### config.mk
export PLATFORM = sky130hd
export DESIGN_NAME = iae_irq_ctrl
export DESIGN_NICKNAME = d
export VERILOG_FILES = /design/src/iae_irq_ctrl.v
export VERILOG_INCLUDE_DIRS = /design/src
export SDC_FILE = /design/constraint.sdc
export NUM_CORES = 1
export LEC_CHECK = 0
export ABC_AREA = 0
export BUFFER_PORTS_ARGS = -buffer_cell sky130_fd_sc_hd__buf_2
export CAP_MARGIN = 15
export CORE_AREA = 2 2 160 225
export CTS_CLUSTER_SIZE = 8
export DETAILED_ROUTE_END_ITERATION = 16
export DIE_AREA = 0 0 162 227
export MAX_ROUTING_LAYER = met4
export PLACE_DENSITY = 0.66
export SLEW_MARGIN = 20
export SYNTH_ARGS = -nofsm -noshare
export SYNTH_HDL_FRONTEND = slang
export SYNTH_SLANG_ARGS = --single-unit
export TNS_END_PERCENT = 10
### constraint.sdc
create_clock -name aclk -period 5.45 [get_ports aclk]
set_input_delay 0.2725 -clock aclk [delete_from_list [all_inputs] [get_ports aclk]]
set_output_delay 0.2725 -clock aclk [all_outputs]
set_load 0.05 [all_outputs]
### src/iae_regs.vh
// register map, field layout and timing constants of the interrupt arm/enable block
`ifndef IAE_REGS_VH
`define IAE_REGS_VH
`define IAE_ARM_OFS      8'h00
`define IAE_ENABLE_OFS   8'h04
`define IAE_PEND_OFS     8'h08
`define IAE_SWREQ_OFS    8'h0C
`define IAE_MODE_OFS     8'h10
`define IAE_POL_OFS      8'h14
`define IAE_ROUTE_OFS    8'h18
`define IAE_VECTOR_OFS   8'h1C
`define IAE_CAPTURE_OFS  8'h20
`define IAE_CLOCK_OFS    8'h24
`define IAE_OFS_MSB      7
`define IAE_CHAIN_LSB    16
`define IAE_RESP_OKAY    2'b00
`define IAE_RESP_SLVERR  2'b10
`define IAE_HOLD_NS      1500
`define IAE_CLK_NS       5
`endif

### src/iae_irq_ctrl.v
// arm, enable and pending logic for trigger inputs and chain lines with AXI4-Lite access
//
// Decided for this implementation: the register addresses and register access over AXI4-Lite.
`timescale 1ns/10ps
`include "iae_regs.vh"
module iae_irq_ctrl #(
    parameter N_TRIG  = 12,
    parameter N_CHAIN = 8
) (
    // clock and reset
    input  wire                aclk,
    input  wire                aresetn,
    // axi4-lite write address
    input  wire [7:0]          s_axi_awaddr,
    input  wire                s_axi_awvalid,
    output reg                 s_axi_awready,
    // axi4-lite write data
    input  wire [31:0]         s_axi_wdata,
    input  wire [3:0]          s_axi_wstrb,
    input  wire                s_axi_wvalid,
    output reg                 s_axi_wready,
    // axi4-lite write response
    output reg  [1:0]          s_axi_bresp,
    output reg                 s_axi_bvalid,
    input  wire                s_axi_bready,
    // axi4-lite read address
    input  wire [7:0]          s_axi_araddr,
    input  wire                s_axi_arvalid,
    output reg                 s_axi_arready,
    // axi4-lite read data
    output reg  [31:0]         s_axi_rdata,
    output reg  [1:0]          s_axi_rresp,
    output reg                 s_axi_rvalid,
    input  wire                s_axi_rready,
    // external trigger pins, asynchronous
    input  wire [N_TRIG-1:0]   trig_in,
    // chain-shared interrupt lines, open drain
    input  wire [N_CHAIN-1:0]  chain_shared_interrupt_in,
    output reg  [N_CHAIN-1:0]  chain_shared_interrupt_out,
    output reg  [N_CHAIN-1:0]  chain_shared_interrupt_oe,
    // timekeeping
    input  wire                pps_in,
    // host interrupt
    output reg                 host_irq,
    output reg  [4:0]          host_vector
);

localparam NS = N_TRIG + N_CHAIN;
localparam HOLD_CYC = (`IAE_HOLD_NS + `IAE_CLK_NS - 1) / `IAE_CLK_NS;

// three-stage synchronisers; stage 1 feeds only stage 2
reg  [NS-1:0] sync1_reg;
reg  [NS-1:0] sync2_reg;
reg  [NS-1:0] sync3_reg;
reg  [NS-1:0] level_reg;
reg  [2:0]    pps_sync_reg;
reg           pps_level_reg;

// software-visible control
reg  [NS-1:0] arm_reg;
reg  [NS-1:0] enable_reg;
reg  [NS-1:0] pend_reg;
reg  [NS-1:0] pend_next;
reg  [NS-1:0] mode_reg;
reg  [NS-1:0] pol_reg;
reg  [31:0]   route_reg;
reg  [31:0]   clock_reg;
reg  [31:0]   capture_reg;

// axi bookkeeping
reg           aw_hold_reg;
reg           w_hold_reg;
reg  [7:0]    awaddr_reg;
reg  [31:0]   wdata_reg;
reg  [3:0]    wstrb_reg;

wire [NS-1:0] raw_in = {chain_shared_interrupt_in, trig_in};
wire [NS-1:0] agree = ~(sync2_reg ^ sync3_reg);
wire [NS-1:0] level_next = (agree & sync3_reg) | (~agree & level_reg);
// polarity 1 = active high / rising edge, 0 = active low / falling edge
wire [NS-1:0] act_now = ~(level_next ^ pol_reg);
wire [NS-1:0] act_old = ~(level_reg ^ pol_reg);
// mode 0 edge, mode 1 level
wire [NS-1:0] hw_req = (act_now & ~act_old & ~mode_reg) | (act_now & mode_reg);
wire [NS-1:0] deliver = pend_reg & enable_reg;
// a write lands once, after both halves are held; acting on an offered
// but untaken half would clear or request pending bits several times
wire          wr_fire = aw_hold_reg & w_hold_reg & ~s_axi_bvalid;
wire [7:0]    wr_addr = awaddr_reg;
wire [31:0]   wr_data = wdata_reg;
wire [3:0]    wr_strb = wstrb_reg;
// decode of the held write address
wire          hit_arm   = is_reg(wr_addr, `IAE_ARM_OFS);
wire          hit_en    = is_reg(wr_addr, `IAE_ENABLE_OFS);
wire          hit_pend  = is_reg(wr_addr, `IAE_PEND_OFS);
wire          hit_swreq = is_reg(wr_addr, `IAE_SWREQ_OFS);
wire          hit_mode  = is_reg(wr_addr, `IAE_MODE_OFS);
wire          hit_pol   = is_reg(wr_addr, `IAE_POL_OFS);
wire          hit_route = is_reg(wr_addr, `IAE_ROUTE_OFS);
wire          wr_known  = hit_arm | hit_en | hit_pend | hit_swreq
                          | hit_mode | hit_pol | hit_route;
// source registers widened to a bus word before byte merging
wire [31:0]   arm_wide  = {{(32-NS){1'b0}}, arm_reg};
wire [31:0]   en_wide   = {{(32-NS){1'b0}}, enable_reg};
wire [31:0]   mode_wide = {{(32-NS){1'b0}}, mode_reg};
wire [31:0]   pol_wide  = {{(32-NS){1'b0}}, pol_reg};
wire [31:0]   wr_merge_arm  = merge(arm_wide, wr_data, wr_strb);
wire [31:0]   wr_merge_en   = merge(en_wide, wr_data, wr_strb);
wire [31:0]   wr_merge_mode = merge(mode_wide, wr_data, wr_strb);
wire [31:0]   wr_merge_pol  = merge(pol_wide, wr_data, wr_strb);
// pulse-per-second rise, counted once stages two and three agree
wire          pps_rise = (pps_sync_reg[1] == pps_sync_reg[2]) & pps_sync_reg[2]
                         & ~pps_level_reg;

function [31:0] merge;
    input [31:0] old;
    input [31:0] val;
    input [3:0]  strb;
    integer i;
    begin
        for (i = 0; i < 4; i = i + 1) begin
            merge[i*8 +: 8] = strb[i] ? val[i*8 +: 8] : old[i*8 +: 8];
        end
    end
endfunction

function is_reg;
    input [7:0] a;
    input [7:0] ofs;
    begin
        is_reg = (a[`IAE_OFS_MSB:2] == ofs[`IAE_OFS_MSB:2]);
    end
endfunction

// lowest-numbered pending source wins
function [4:0] prio;
    input [NS-1:0] v;
    integer i;
    begin
        prio = 5'h00;
        for (i = NS - 1; i >= 0; i = i - 1) begin
            if (v[i]) begin
                prio = i[4:0];
            end
        end
    end
endfunction

// synchronisers and filtered levels
always @(posedge aclk) begin
    if (!aresetn) begin
        sync1_reg     <= {NS{1'b0}};
        sync2_reg     <= {NS{1'b0}};
        sync3_reg     <= {NS{1'b0}};
        level_reg     <= {NS{1'b0}};
        pps_sync_reg  <= 3'h0;
        pps_level_reg <= 1'b0;
    end else begin
        sync1_reg     <= raw_in;
        sync2_reg     <= sync1_reg;
        sync3_reg     <= sync2_reg;
        level_reg     <= level_next;
        pps_sync_reg  <= {pps_sync_reg[1:0], pps_in};
        if (pps_sync_reg[1] == pps_sync_reg[2]) begin
            pps_level_reg <= pps_sync_reg[2];
        end
    end
end

// pending bits: set wins over a write-one clear in the same cycle; an arm write that disarms wins over set
always @* begin
    pend_next = pend_reg;
    if (wr_fire && is_reg(wr_addr, `IAE_PEND_OFS)) begin
        pend_next = pend_reg & ~wr_data[NS-1:0];
    end
    pend_next = pend_next | (hw_req & arm_reg);
    if (wr_fire && is_reg(wr_addr, `IAE_SWREQ_OFS)) begin
        // software request only marks local pending, chain untouched
        pend_next = pend_next | (wr_data[NS-1:0] & arm_reg);
    end
    pend_next = pend_next & arm_reg;
    if (wr_fire && is_reg(wr_addr, `IAE_ARM_OFS)) begin
        pend_next = pend_next & wr_merge_arm[NS-1:0];
    end
end

// axi write channel: each half accepted once, response after both
always @(posedge aclk) begin
    if (!aresetn) begin
        aw_hold_reg   <= 1'b0;
        w_hold_reg    <= 1'b0;
        awaddr_reg    <= 8'h00;
        wdata_reg     <= 32'h00000000;
        wstrb_reg     <= 4'h0;
        s_axi_awready <= 1'b0;
        s_axi_wready  <= 1'b0;
        s_axi_bvalid  <= 1'b0;
        s_axi_bresp   <= `IAE_RESP_OKAY;
    end else begin
        // ready pulses one cycle, so a held half is never taken twice
        s_axi_awready <= ~aw_hold_reg & ~s_axi_awready & ~s_axi_bvalid;
        s_axi_wready  <= ~w_hold_reg & ~s_axi_wready & ~s_axi_bvalid;
        if (s_axi_awvalid && s_axi_awready) begin
            aw_hold_reg <= 1'b1;
            awaddr_reg  <= s_axi_awaddr;
        end
        if (s_axi_wvalid && s_axi_wready) begin
            w_hold_reg <= 1'b1;
            wdata_reg  <= s_axi_wdata;
            wstrb_reg  <= s_axi_wstrb;
        end
        if (wr_fire) begin
            aw_hold_reg  <= 1'b0;
            w_hold_reg   <= 1'b0;
            s_axi_bvalid <= 1'b1;
            s_axi_bresp  <= wr_known ? `IAE_RESP_OKAY : `IAE_RESP_SLVERR;
        end
        if (s_axi_bvalid && s_axi_bready) begin
            s_axi_bvalid <= 1'b0;
        end
    end
end

// control registers, loaded from the held write in the response cycle
always @(posedge aclk) begin
    if (!aresetn) begin
        arm_reg    <= {NS{1'b0}};
        enable_reg <= {NS{1'b0}};
        pend_reg   <= {NS{1'b0}};
        mode_reg   <= {NS{1'b0}};
        pol_reg    <= {NS{1'b1}};
        route_reg  <= 32'h00000000;
    end else begin
        pend_reg <= pend_next;
        if (wr_fire && hit_arm) begin
            arm_reg <= wr_merge_arm[NS-1:0];
        end
        if (wr_fire && hit_en) begin
            enable_reg <= wr_merge_en[NS-1:0];
        end
        if (wr_fire && hit_mode) begin
            mode_reg <= wr_merge_mode[NS-1:0];
        end
        if (wr_fire && hit_pol) begin
            pol_reg <= wr_merge_pol[NS-1:0];
        end
        if (wr_fire && hit_route) begin
            route_reg <= merge(route_reg, wr_data, wr_strb);
        end
    end
end

// free-running count and its capture; no interrupt sits in this path,
// so the captured value carries no handler latency
always @(posedge aclk) begin
    if (!aresetn) begin
        clock_reg   <= 32'h00000000;
        capture_reg <= 32'h00000000;
    end else begin
        clock_reg <= clock_reg + 32'h00000001;
        if (pps_rise) begin
            capture_reg <= clock_reg;
        end
    end
end

// read word and response for the presented read address
reg  [31:0]   rd_word;
reg  [1:0]    rd_resp;
always @* begin
    rd_word = 32'h00000000;
    rd_resp = `IAE_RESP_OKAY;
    if (is_reg(s_axi_araddr, `IAE_ARM_OFS)) begin
        rd_word[NS-1:0] = arm_reg;
    end else if (is_reg(s_axi_araddr, `IAE_ENABLE_OFS)) begin
        rd_word[NS-1:0] = enable_reg;
    end else if (is_reg(s_axi_araddr, `IAE_PEND_OFS)) begin
        rd_word[NS-1:0] = pend_reg;
    end else if (is_reg(s_axi_araddr, `IAE_MODE_OFS)) begin
        rd_word[NS-1:0] = mode_reg;
    end else if (is_reg(s_axi_araddr, `IAE_POL_OFS)) begin
        rd_word[NS-1:0] = pol_reg;
    end else if (is_reg(s_axi_araddr, `IAE_ROUTE_OFS)) begin
        rd_word = route_reg;
    end else if (is_reg(s_axi_araddr, `IAE_VECTOR_OFS)) begin
        rd_word = {26'h0000000, host_irq, host_vector};
    end else if (is_reg(s_axi_araddr, `IAE_CAPTURE_OFS)) begin
        rd_word = capture_reg;
    end else if (is_reg(s_axi_araddr, `IAE_CLOCK_OFS)) begin
        rd_word = clock_reg;
    end else if (!is_reg(s_axi_araddr, `IAE_SWREQ_OFS)) begin
        // request register is write-only and reads as zero
        rd_resp = `IAE_RESP_SLVERR;
    end
end

// axi read channel, one cycle after address accept
always @(posedge aclk) begin
    if (!aresetn) begin
        s_axi_arready <= 1'b0;
        s_axi_rvalid  <= 1'b0;
        s_axi_rdata   <= 32'h00000000;
        s_axi_rresp   <= `IAE_RESP_OKAY;
    end else begin
        s_axi_arready <= ~s_axi_arready & ~s_axi_rvalid & s_axi_arvalid;
        if (s_axi_arvalid && s_axi_arready) begin
            s_axi_rvalid <= 1'b1;
            s_axi_rresp  <= rd_resp;
            s_axi_rdata  <= rd_word;
        end else if (s_axi_rvalid && s_axi_rready) begin
            s_axi_rvalid <= 1'b0;
        end
    end
end

// host interrupt and chain drive
// route_reg[k]: trigger k drives chain line k; no arbitration between drivers
integer k;
always @(posedge aclk) begin
    if (!aresetn) begin
        host_irq                   <= 1'b0;
        host_vector                <= 5'h00;
        chain_shared_interrupt_out <= {N_CHAIN{1'b0}};
        chain_shared_interrupt_oe  <= {N_CHAIN{1'b0}};
    end else begin
        // one host line; the vector tells the handler which source it is
        host_irq    <= |deliver;
        host_vector <= prio(deliver);
        for (k = 0; k < N_CHAIN; k = k + 1) begin
            chain_shared_interrupt_out[k] <= 1'b0;
            // raw synchronised level, bypassing local arm/enable/pending
            if (k < N_TRIG) begin
                chain_shared_interrupt_oe[k] <= route_reg[k] & act_now[k];
            end else begin
                chain_shared_interrupt_oe[k] <= 1'b0;
            end
        end
    end
end

endmodule // iae_irq_ctrl

[Yosys cells after proc, flatten, opt, wreduce, memory -nomap -nowiden]
Index checks and enable logic that the tools add are counted.
Storage, ports and cells
  register bits after elaboration: 381
  bits of input ports: 80
  word-level logic and storage cells: 206
Cells by class
  add/subtract/negate cells: 1
  equal/unequal tests: 16
  muxes and demuxes: 52
  bitwise operators: 58
  reductions and logical operators: 36
Operators with widths (number)
  AND 20 bit: 11
  two-way mux 20 bit: 8
  inverter 20 bit: 7
  two-way mux 32 bit: 4
  bitwise OR 20 bit: 4
  two-way mux 12 bit: 5
  XOR 20 bit: 3
  == test 6 x 3 -> 1 bit, second input constant: 7
  two-way mux 4 bit: 9
  adder 32 x 1 -> 32 bit, second input constant: 1
  two-way mux 2 bit: 13
  AND reduction 2 bit: 13
  == test 6 x 2 -> 1 bit, second input constant: 4
  two-way mux 5 bit: 4
  OR reduction 20 bit: 1
  AND 1 bit: 18
  OR reduction 17 bit: 1
  two-way mux 8 bit: 2
  == test 6 x 1 -> 1 bit, second input constant: 2
  == test 6 x 4 -> 1 bit, second input constant: 2
  logical AND 1 bit: 12
  zero test 6 bit: 2
  two-way mux 3 bit: 4
  inverter 1 bit: 9
  other kinds (8): 17

[Logic depth before layout (Yosys ltp)]
Gate-level depths: netlist of the first run.
  depth in word-level cells: 20
  mapped depth: 8
  gate-level depth less buffers: 5

[Worst setup path after synthesis of the first run]
Ideal clock, no wire load.
  kind: flip-flop to flip-flop
  start point: register s_axi_bvalid
  end point: register route_reg[31]
  library setup time: 128 ps
  arrival: 1898 ps
  required time: 5322 ps
  path slack: 3425 ps
  stages on the path, launching flop included: 7
  buffers on the path: 1
  cells stage by stage: dfxtp_1 nand3b_1 or3b_4 nor3b_2 buf_4 mux2i_1 nor2_1
Between the ends
  longest elaborated chain between the ends: 4
Ends and longest elaborated chain
  start: declaration: RTL line iae_irq_ctrl.v:24  | output reg s_axi_bvalid,
  start signal: assignment: RTL line iae_irq_ctrl.v:197  | s_axi_bvalid <= 1'b0;
  start signal: assignment: RTL line iae_irq_ctrl.v:215  | s_axi_bvalid <= 1'b1;
  start signal: assignment: RTL line iae_irq_ctrl.v:219  | s_axi_bvalid <= 1'b0;
  inverter 1 bit: RTL line iae_irq_ctrl.v:88  | wire wr_fire = aw_hold_reg & w_hold_reg & ~s_axi_bvalid;
  AND 1 bit: RTL line iae_irq_ctrl.v:88
  logical AND 1 bit: RTL line iae_irq_ctrl.v:247  | if (wr_fire && hit_route) begin
  AND reduction 2 bit (no source line)
  end signal: assignment: RTL line iae_irq_ctrl.v:248  | route_reg <= merge(route_reg, wr_data, wr_strb);
  end: declaration: RTL line iae_irq_ctrl.v:66  | reg [31:0] route_reg;
Every way passes these cells.
A chain may end at the register's enable or synchronous reset.

[Worst setup path in the final report of the first run]
  start point: register s_axi_bvalid
  end point: register route_reg[17]
The elaborated chain is that of the path after synthesis.

==> results of run 1 <==
-- worst min-delay path by stage --
stage	endpoint	cells after the start	slack, ps	start
after detailed placement	pps_sync_reg[1]	1	420	pps_sync_reg[0]
final	awaddr_reg[2]	3	50	s_axi_awvalid
after floorplan	pps_sync_reg[0]	1	400	pps_in
after global placement	sync2_reg[11]	1	410	sync1_reg[11]
after global routing	awaddr_reg[2]	3	60	s_axi_awvalid
after CTS	awaddr_reg[6]	3	20	s_axi_awvalid
-- per-layer routing --
layer	up-vias	wire, um	track usage
met5	-	0	-
met4	0	1600	0.0993
met3	110	2380	0.0348
met2	450	22300	0.428
met1	6731	19400	0.301
li1	6902	-	-
-- cells by family after synthesis --
group	count (synthesis)
adder cells (fa/ha/maj)	5
AND/OR/NAND/NOR	805
multiplexers	110
buffers and inverters	148
other	1
AO/OA/AOI/OAI	445
XOR/XNOR	22
flip-flops	377
-- area by class of cell --
class                      count  area, um2
antenna                        2       5.00
fill                        3235      15600
sequential                   377       7550
tap                          456        571
clock buffer                  56       1380
inverter                       5       21.3
timing repair buffer         211       1440
clock inverter                 2       17.5
multi-input combinational   1397       8040
-- Yosys cell counts (16+ instances only) --
| master | number | share of area |
|---|---|---|
| o221ai_1 | 26 | 0.014 |
| nand2b_1 | 22 | 0.0085 |
| a21oi_1 | 160 | 0.049 |
| mux2i_1 | 105 | 0.065 |
| o21ai_0 | 96 | 0.030 |
| nand2_1 | 403 | 0.093 |
| nor2_1 | 96 | 0.022 |
| and2_1 | 71 | 0.027 |
| a22oi_1 | 34 | 0.016 |
| clkbuf_1 | 100 | 0.023 |
| nand3_1 | 93 | 0.029 |
| nor2b_1 | 38 | 0.015 |
| a221oi_1 | 16 | 0.0087 |
| o211ai_1 | 26 | 0.012 |
| dfxtp_1 | 377 | 0.47 |
| nand4_1 | 16 | 0.0062 |
| buf_4 | 20 | 0.0093 |
| a22o_1 | 18 | 0.0097 |
-- metrics by stage --
step,hold slack [ps],worst slack (ps),cell area [um2],utilization,power [mW]
CTS,21.1,2830,19000,0.549,6.16
floorplan,400,3420,16200,-,3.12
global placement,414,2690,17000,0.489,3.21
global route,57.3,2700,19000,0.549,6.30
finish,47.4,2860,19000,0.549,6.09
detailed placement,421,2670,17000,0.489,3.22
-- critical path, delay by kind of cell (launching register included) --
family | cells | cell delay, ps
AND/OR/NAND/NOR | 4 | 1850
multiplexers | 1 | 270
flip-flops | 1 | 320
-- power by group --
group / switching [mW] / internal, mW
registers: 0.0508 / 2.81
clock network: 1.14 / 1.75
logic: 0.218 / 0.122
==> flow_summary.toml, run 1 <==
[timing]
drv_slew = 0
fin_crit_ps = 2590
slew_headroom = 0.207
rsz0062_at_grt = "no"
period_share = 0.475
tns_ps = 0
finalHoldViolCount = 0
setup_viol = 0
clock_skew_ps = 14.9
worst_pin_slew_ps = 1190
max_freq_mhz = 386

[routing]
wl_per_cell_um = 18.2
drtIter0Drc = 869
avgViaCountPerCell = 5.66
antenna_left = 0
drt_first_pass_iters = 7
vias = 14200
postRouteWirelength_um = 45700
remaining_drc_errors = 0

[synthesis]
syn_inst = 1913
seq_area_frac_synth = 0.466
synthArstFlopShare = 0
avgSynthCellArea_um2 = 8.46
synthMuxAreaShare = 0.0684
synth-compound-area-share = 0.176
synth_top_family_by_area = "simple AND/OR/NAND/NOR gates"
synth-edff-count = 0
synthDistinctLibCells = 64
yosys.area_share.simple = 0.233
synth_fa_ha_area_frac = 0.00340
synth_seq_cells = 377
ys.flop_type = "dfxtp_1"
syn-cell-area_um2 = 16200
yosysWarnings = 0
synthXorXnorAreaFrac = 0.0119

[floorplan]
start_util = 0.467
die_y_um = 227
dieArea_um2 = 36800
core_area_um2 = 34700
die_width_um = 162
ios = 143
rows = 81

[global_route]
grt_overflow = 0
antenna_found_initial = 2
grt_pass1_wl_um = 71700
grt_pass1_vias = 13300
grt_start_max_net_pins = 101
gr-usage-all-layers = 0.251

[clock_tree]
cts_hold_buf = 66
cts_buffer_depth = 3
cts_sinks = 377
cts_root_buffer = "clkbuf_16"
cts_buffers = 53
cts_setup_buffers = 0
clk_pin_slew_worst_paths_ps = 50
cts.repair.resized = 0
cts_tree = "built"
clkLatencyLatePin_ps = 570
htree_levels = 2

[setup_path]
slowest_stage = "nor2b_1"
r2r_cells = 5
critPathLaunch = "s_axi_bvalid"
path_cells = "nand3b_1, or3b_4, nor2b_1, mux2i_1, nor2_1"
r2r-end = "route_reg[17]"
critPathArrivalTime_ps = 3010
cp_max_fo = 9
endpoint_kind = "register"
worstPathRequired_ps = 5870
slowest_delay_ps = 810
cp-endpoint = "route_reg[17]"
rrSetupSlack_ps = 2860
cp-start-kind = "register"
crit_type = "reg2reg"
r2r_start = "s_axi_bvalid"

[outcome]
status = "finished clean"

[final_layout]
instances_no_fill = 2506
layout_common_cells = "403 x nand2_1, 377 x dfxtp_1, 160 x a21oi_1, 127 x buf_2, 105 x mux2i_1"
area_growth_pct = 17.5
layout.nets = 2127
final_common_cell = "nand2_1"
drive_gt1_frac = 0.113

[power]
power.ir.vdd_worst_mv = 0.262
p_leak_nw = 7.40
p_per_area_nw_per_um2 = 320

[min_path]
hold_path_class = "in2reg"

[placement]
io_buffers = 128
globalplace.congestion = 0.910
hpwl_um = 29400
dp.cells = 2380

[run]
drv_cap = 0
(Power assumes the default switching activity.)
==> inputs of run 2 (changes only) <==
--- a/config.mk
+++ b/config.mk
@@ -6,13 +6,13 @@
 export SDC_FILE = /design/constraint.sdc
 export NUM_CORES = 1
 export LEC_CHECK = 0
-export ABC_AREA = 0
+export ABC_AREA = 1
 export BUFFER_PORTS_ARGS = -buffer_cell sky130_fd_sc_hd__buf_2
 export CAP_MARGIN = 15
-export CORE_AREA = 2 2 160 225
+export CORE_AREA = 2 2 156 219
 export CTS_CLUSTER_SIZE = 8
 export DETAILED_ROUTE_END_ITERATION = 16
-export DIE_AREA = 0 0 162 227
+export DIE_AREA = 0 0 158 221
 export MAX_ROUTING_LAYER = met4
 export PLACE_DENSITY = 0.66
 export SLEW_MARGIN = 20
==> constraint.sdc (replaced) <==
create_clock -name aclk -period 2.4 [get_ports aclk]
set_input_delay 0.12 -clock aclk [delete_from_list [all_inputs] [get_ports aclk]]
set_output_delay 0.12 -clock aclk [all_outputs]
set_load 0.05 [all_outputs]
==> flow_summary.toml, run 2 <==
[outcome]
status = "finished clean"

[synthesis]
synth-edff-count = 0
yosysWarnings = 0
synth_top_area_cell = "dfxtp_1"
avgSynthCellArea_um2 = 7.55
yosysTopAreaCellShare = 0.494
synth_area_leaders = "dfxtp_1 49%, nand2_1 9.0%, a21oi_1 8.7%, o21ai_0 7.3%, inv_1 6.1%"
syn-cell-area_um2 = 15300
seq_area_frac_synth = 0.494
syn_inst = 2022
synth_common_cells = "377 x dfxtp_1, 366 x nand2_1, 265 x a21oi_1"
synthDistinctLibCells = 42
ys.flop_type = "dfxtp_1"
synthArstFlopShare = 0
yosysMostFrequentCell = "dfxtp_1"
synth_seq_cells = 377

[timing]
clock_skew_ps = 20.5
worst_pin_slew_ps = 575
fin_crit_ps = 2130
finalHoldViolCount = 0
layout_setup_ws_ps = 265
setup_viol = 0
rsz0062_at_grt = "no"
drv_slew = 0
period_share = 0.890
hold_slack_ps = 7.96
tns_ps = 0
slew_headroom = 0.616
max_freq_mhz = 468

[setup_path]
slowest_delay_ps = 370
cp_max_fo = 5
worstPathRequired_ps = 2920
endpoint_kind = "register"
slowest_stage = "dfxtp_2"
r2r_start = "clock_reg[0]"
critPathLaunch = "clock_reg[0]"
crit_type = "reg2reg"
path_buf_inv = 0
critPathArrivalTime_ps = 2650
path_cells = "ha_2, nand3_2, nor2_2, nand4_1, nor2_2, nand4_1, nor3_2, nand2_2, nor2_4, nand2_1, a21oi_1, o21a_1"
critPathTopFamily = "simple AND/OR/NAND/NOR gates"
cp-start-kind = "register"

[routing]
postRouteWirelength_um = 44700
drtIter0Drc = 941
antenna_left = 0
vias = 14300
drt_first_pass_iters = 6
remaining_drc_errors = 0
avgViaCountPerCell = 5.34
wl_per_cell_um = 16.7

[global_route]
gr-usage-all-layers = 0.259
grt_pass1_vias = 13500
grt_start_max_net_pins = 93
grt_pass1_wl_um = 69800
grt_overflow = 0
antenna_found_initial = 0

[clock_tree]
htree_levels = 2
clk_pin_slew_worst_paths_ps = 50
cts_buffers = 53
clkLatencyLatePin_ps = 570
cts_tree = "built"
cts_root_buffer = "clkbuf_16"
cts_sinks = 377
cts_buffer_depth = 3

[final_layout]
layout_common_cells = "375 x dfxtp_1, 364 x nand2_1, 265 x a21oi_1, 247 x inv_1, 222 x o21ai_0"
instances_no_fill = 2672
num-fill-cells = 3091
drive_gt1_frac = 0.120
layout.nets = 2306
final_common_cell = "dfxtp_1"
area_growth_pct = 22.0
diodes = 0

[placement]
io_buffers = 128
dp.cells = 2545
post-place-ws_ps = 190
globalplace.congestion = 0.889
hpwl_um = 29500

[power]
p_switching_mw = 3.18
swShare = 0.232
p_leak_nw = 7.75
comb_power_share = 0.055
power_frac_clock = 0.470
p_seq_frac = 0.475
power.ir.vdd_worst_mv = 0.625
power_mw = 13.7
internal_power_mw = 10.5
p_per_area_nw_per_um2 = 737

[floorplan]
core_area_um2 = 33000
die_y_um = 221
dieArea_um2 = 34900
ios = 143
die_width_um = 158
rows = 79
start_util = 0.463

[run]
drv_cap = 0

[min_path]
hold_path_class = "in2reg"
holdCritStartpoint = "s_axi_wdata[5]"
==> run 2: changes by cell type after synthesis, moves of 15 or more <==
cell      before  now
nand3_1       93   25
nor2b_1       38    0
nor2_1        96  198
nand2_1      403  366
a211o_1       15    0
inv_1          4  248
a22o_1        18    0
a22oi_1       34    8
a211oi_1       1   38
and2_1        71    0
a21oi_1      160  265
mux2i_1      105    0
o21ai_0       96  222
nand2b_1      22    0
==> run 2: logic make-up (layout without fill, tap and decap cells) <==
logic type      Yosys count  in the layout  synth area share
compound gates          623            623             0.231
xor+xnor                  9              9           0.00516
fa+ha+maj                 2              2           0.00164
buf+inv                 357            553            0.0906
flops                   377            377             0.494
other cells               1             10          0.000246
simple gates            653            653             0.177
==> run 2: routing by layer <==
metal	wire, um	track usage
met5	0	-
met4	2550	0.144
met3	2630	0.0321
met2	21300	0.420
met1	18300	0.311
==> run 2: final timing paths <==
kind | end | slack, ps | cells past startpoint
worst max-delay path | clock_reg[30] | 270 | 12
worst min-delay path | wdata_reg[5] | 8 | 3
worst max register to register | clock_reg[30] | 270 | 12
worst min register to register | sync2_reg[11] | 410 | 2
==> run 2: worst register-to-register path: stages, from the launching register on <==
cell     delay (ps)
dfxtp_2         370
ha_2            210
nand3_2         100
nor2_2          150
nand4_1         170
nor2_2          170
nand4_1         120
nor3_2          220
nand2_2         110
nor2_4          130
nand2_1          70
a21oi_1         120
o21a_1          130
==> run 2: power groups by stage <==
stage / Combinational [mW] / Clock, mW / Sequential, mW
4_1_cts: 0.743 / 6.58 / 6.51
3_3_place_gp: 0.652 / 0 / 6.63
2_1_floorplan: 0.388 / 0 / 6.66
6_report: 0.750 / 6.46 / 6.52
3_5_place_dp: 0.658 / 0 / 6.64
5_1_grt: 0.823 / 6.84 / 6.52
==> run 2: area by class of cell <==
class,instances,area (um2),area share
flip-flops and latches,377,7550,0.405
multi-input cells,1297,6410,0.344
repair buffers,245,1790,0.0961
clock buffers,54,1330,0.0714
inverters,250,940,0.0504
well taps,445,557,0.0299
clock inverters,4,50.0,0.00269
==> run 2: what timing repair did <==
action / CTS / global route
resized for setup: 0 / 9
setup buffers: 0 / 3
hold endpoints to repair: 85 / 0
endpoints found under the setup margin: 0 / 5
hold buffers: 66 / 0
==> run 2: through the flow <==
| step | utilization | cell area [um2] |
|---|---|---|
| final | 0.564 | 18600 |
| after global routing | 0.564 | 18600 |
| after CTS | 0.563 | 18600 |
| after detailed placement | 0.501 | 16500 |
| after global placement | 0.501 | 16500 |
| after floorplan | - | 15300 |
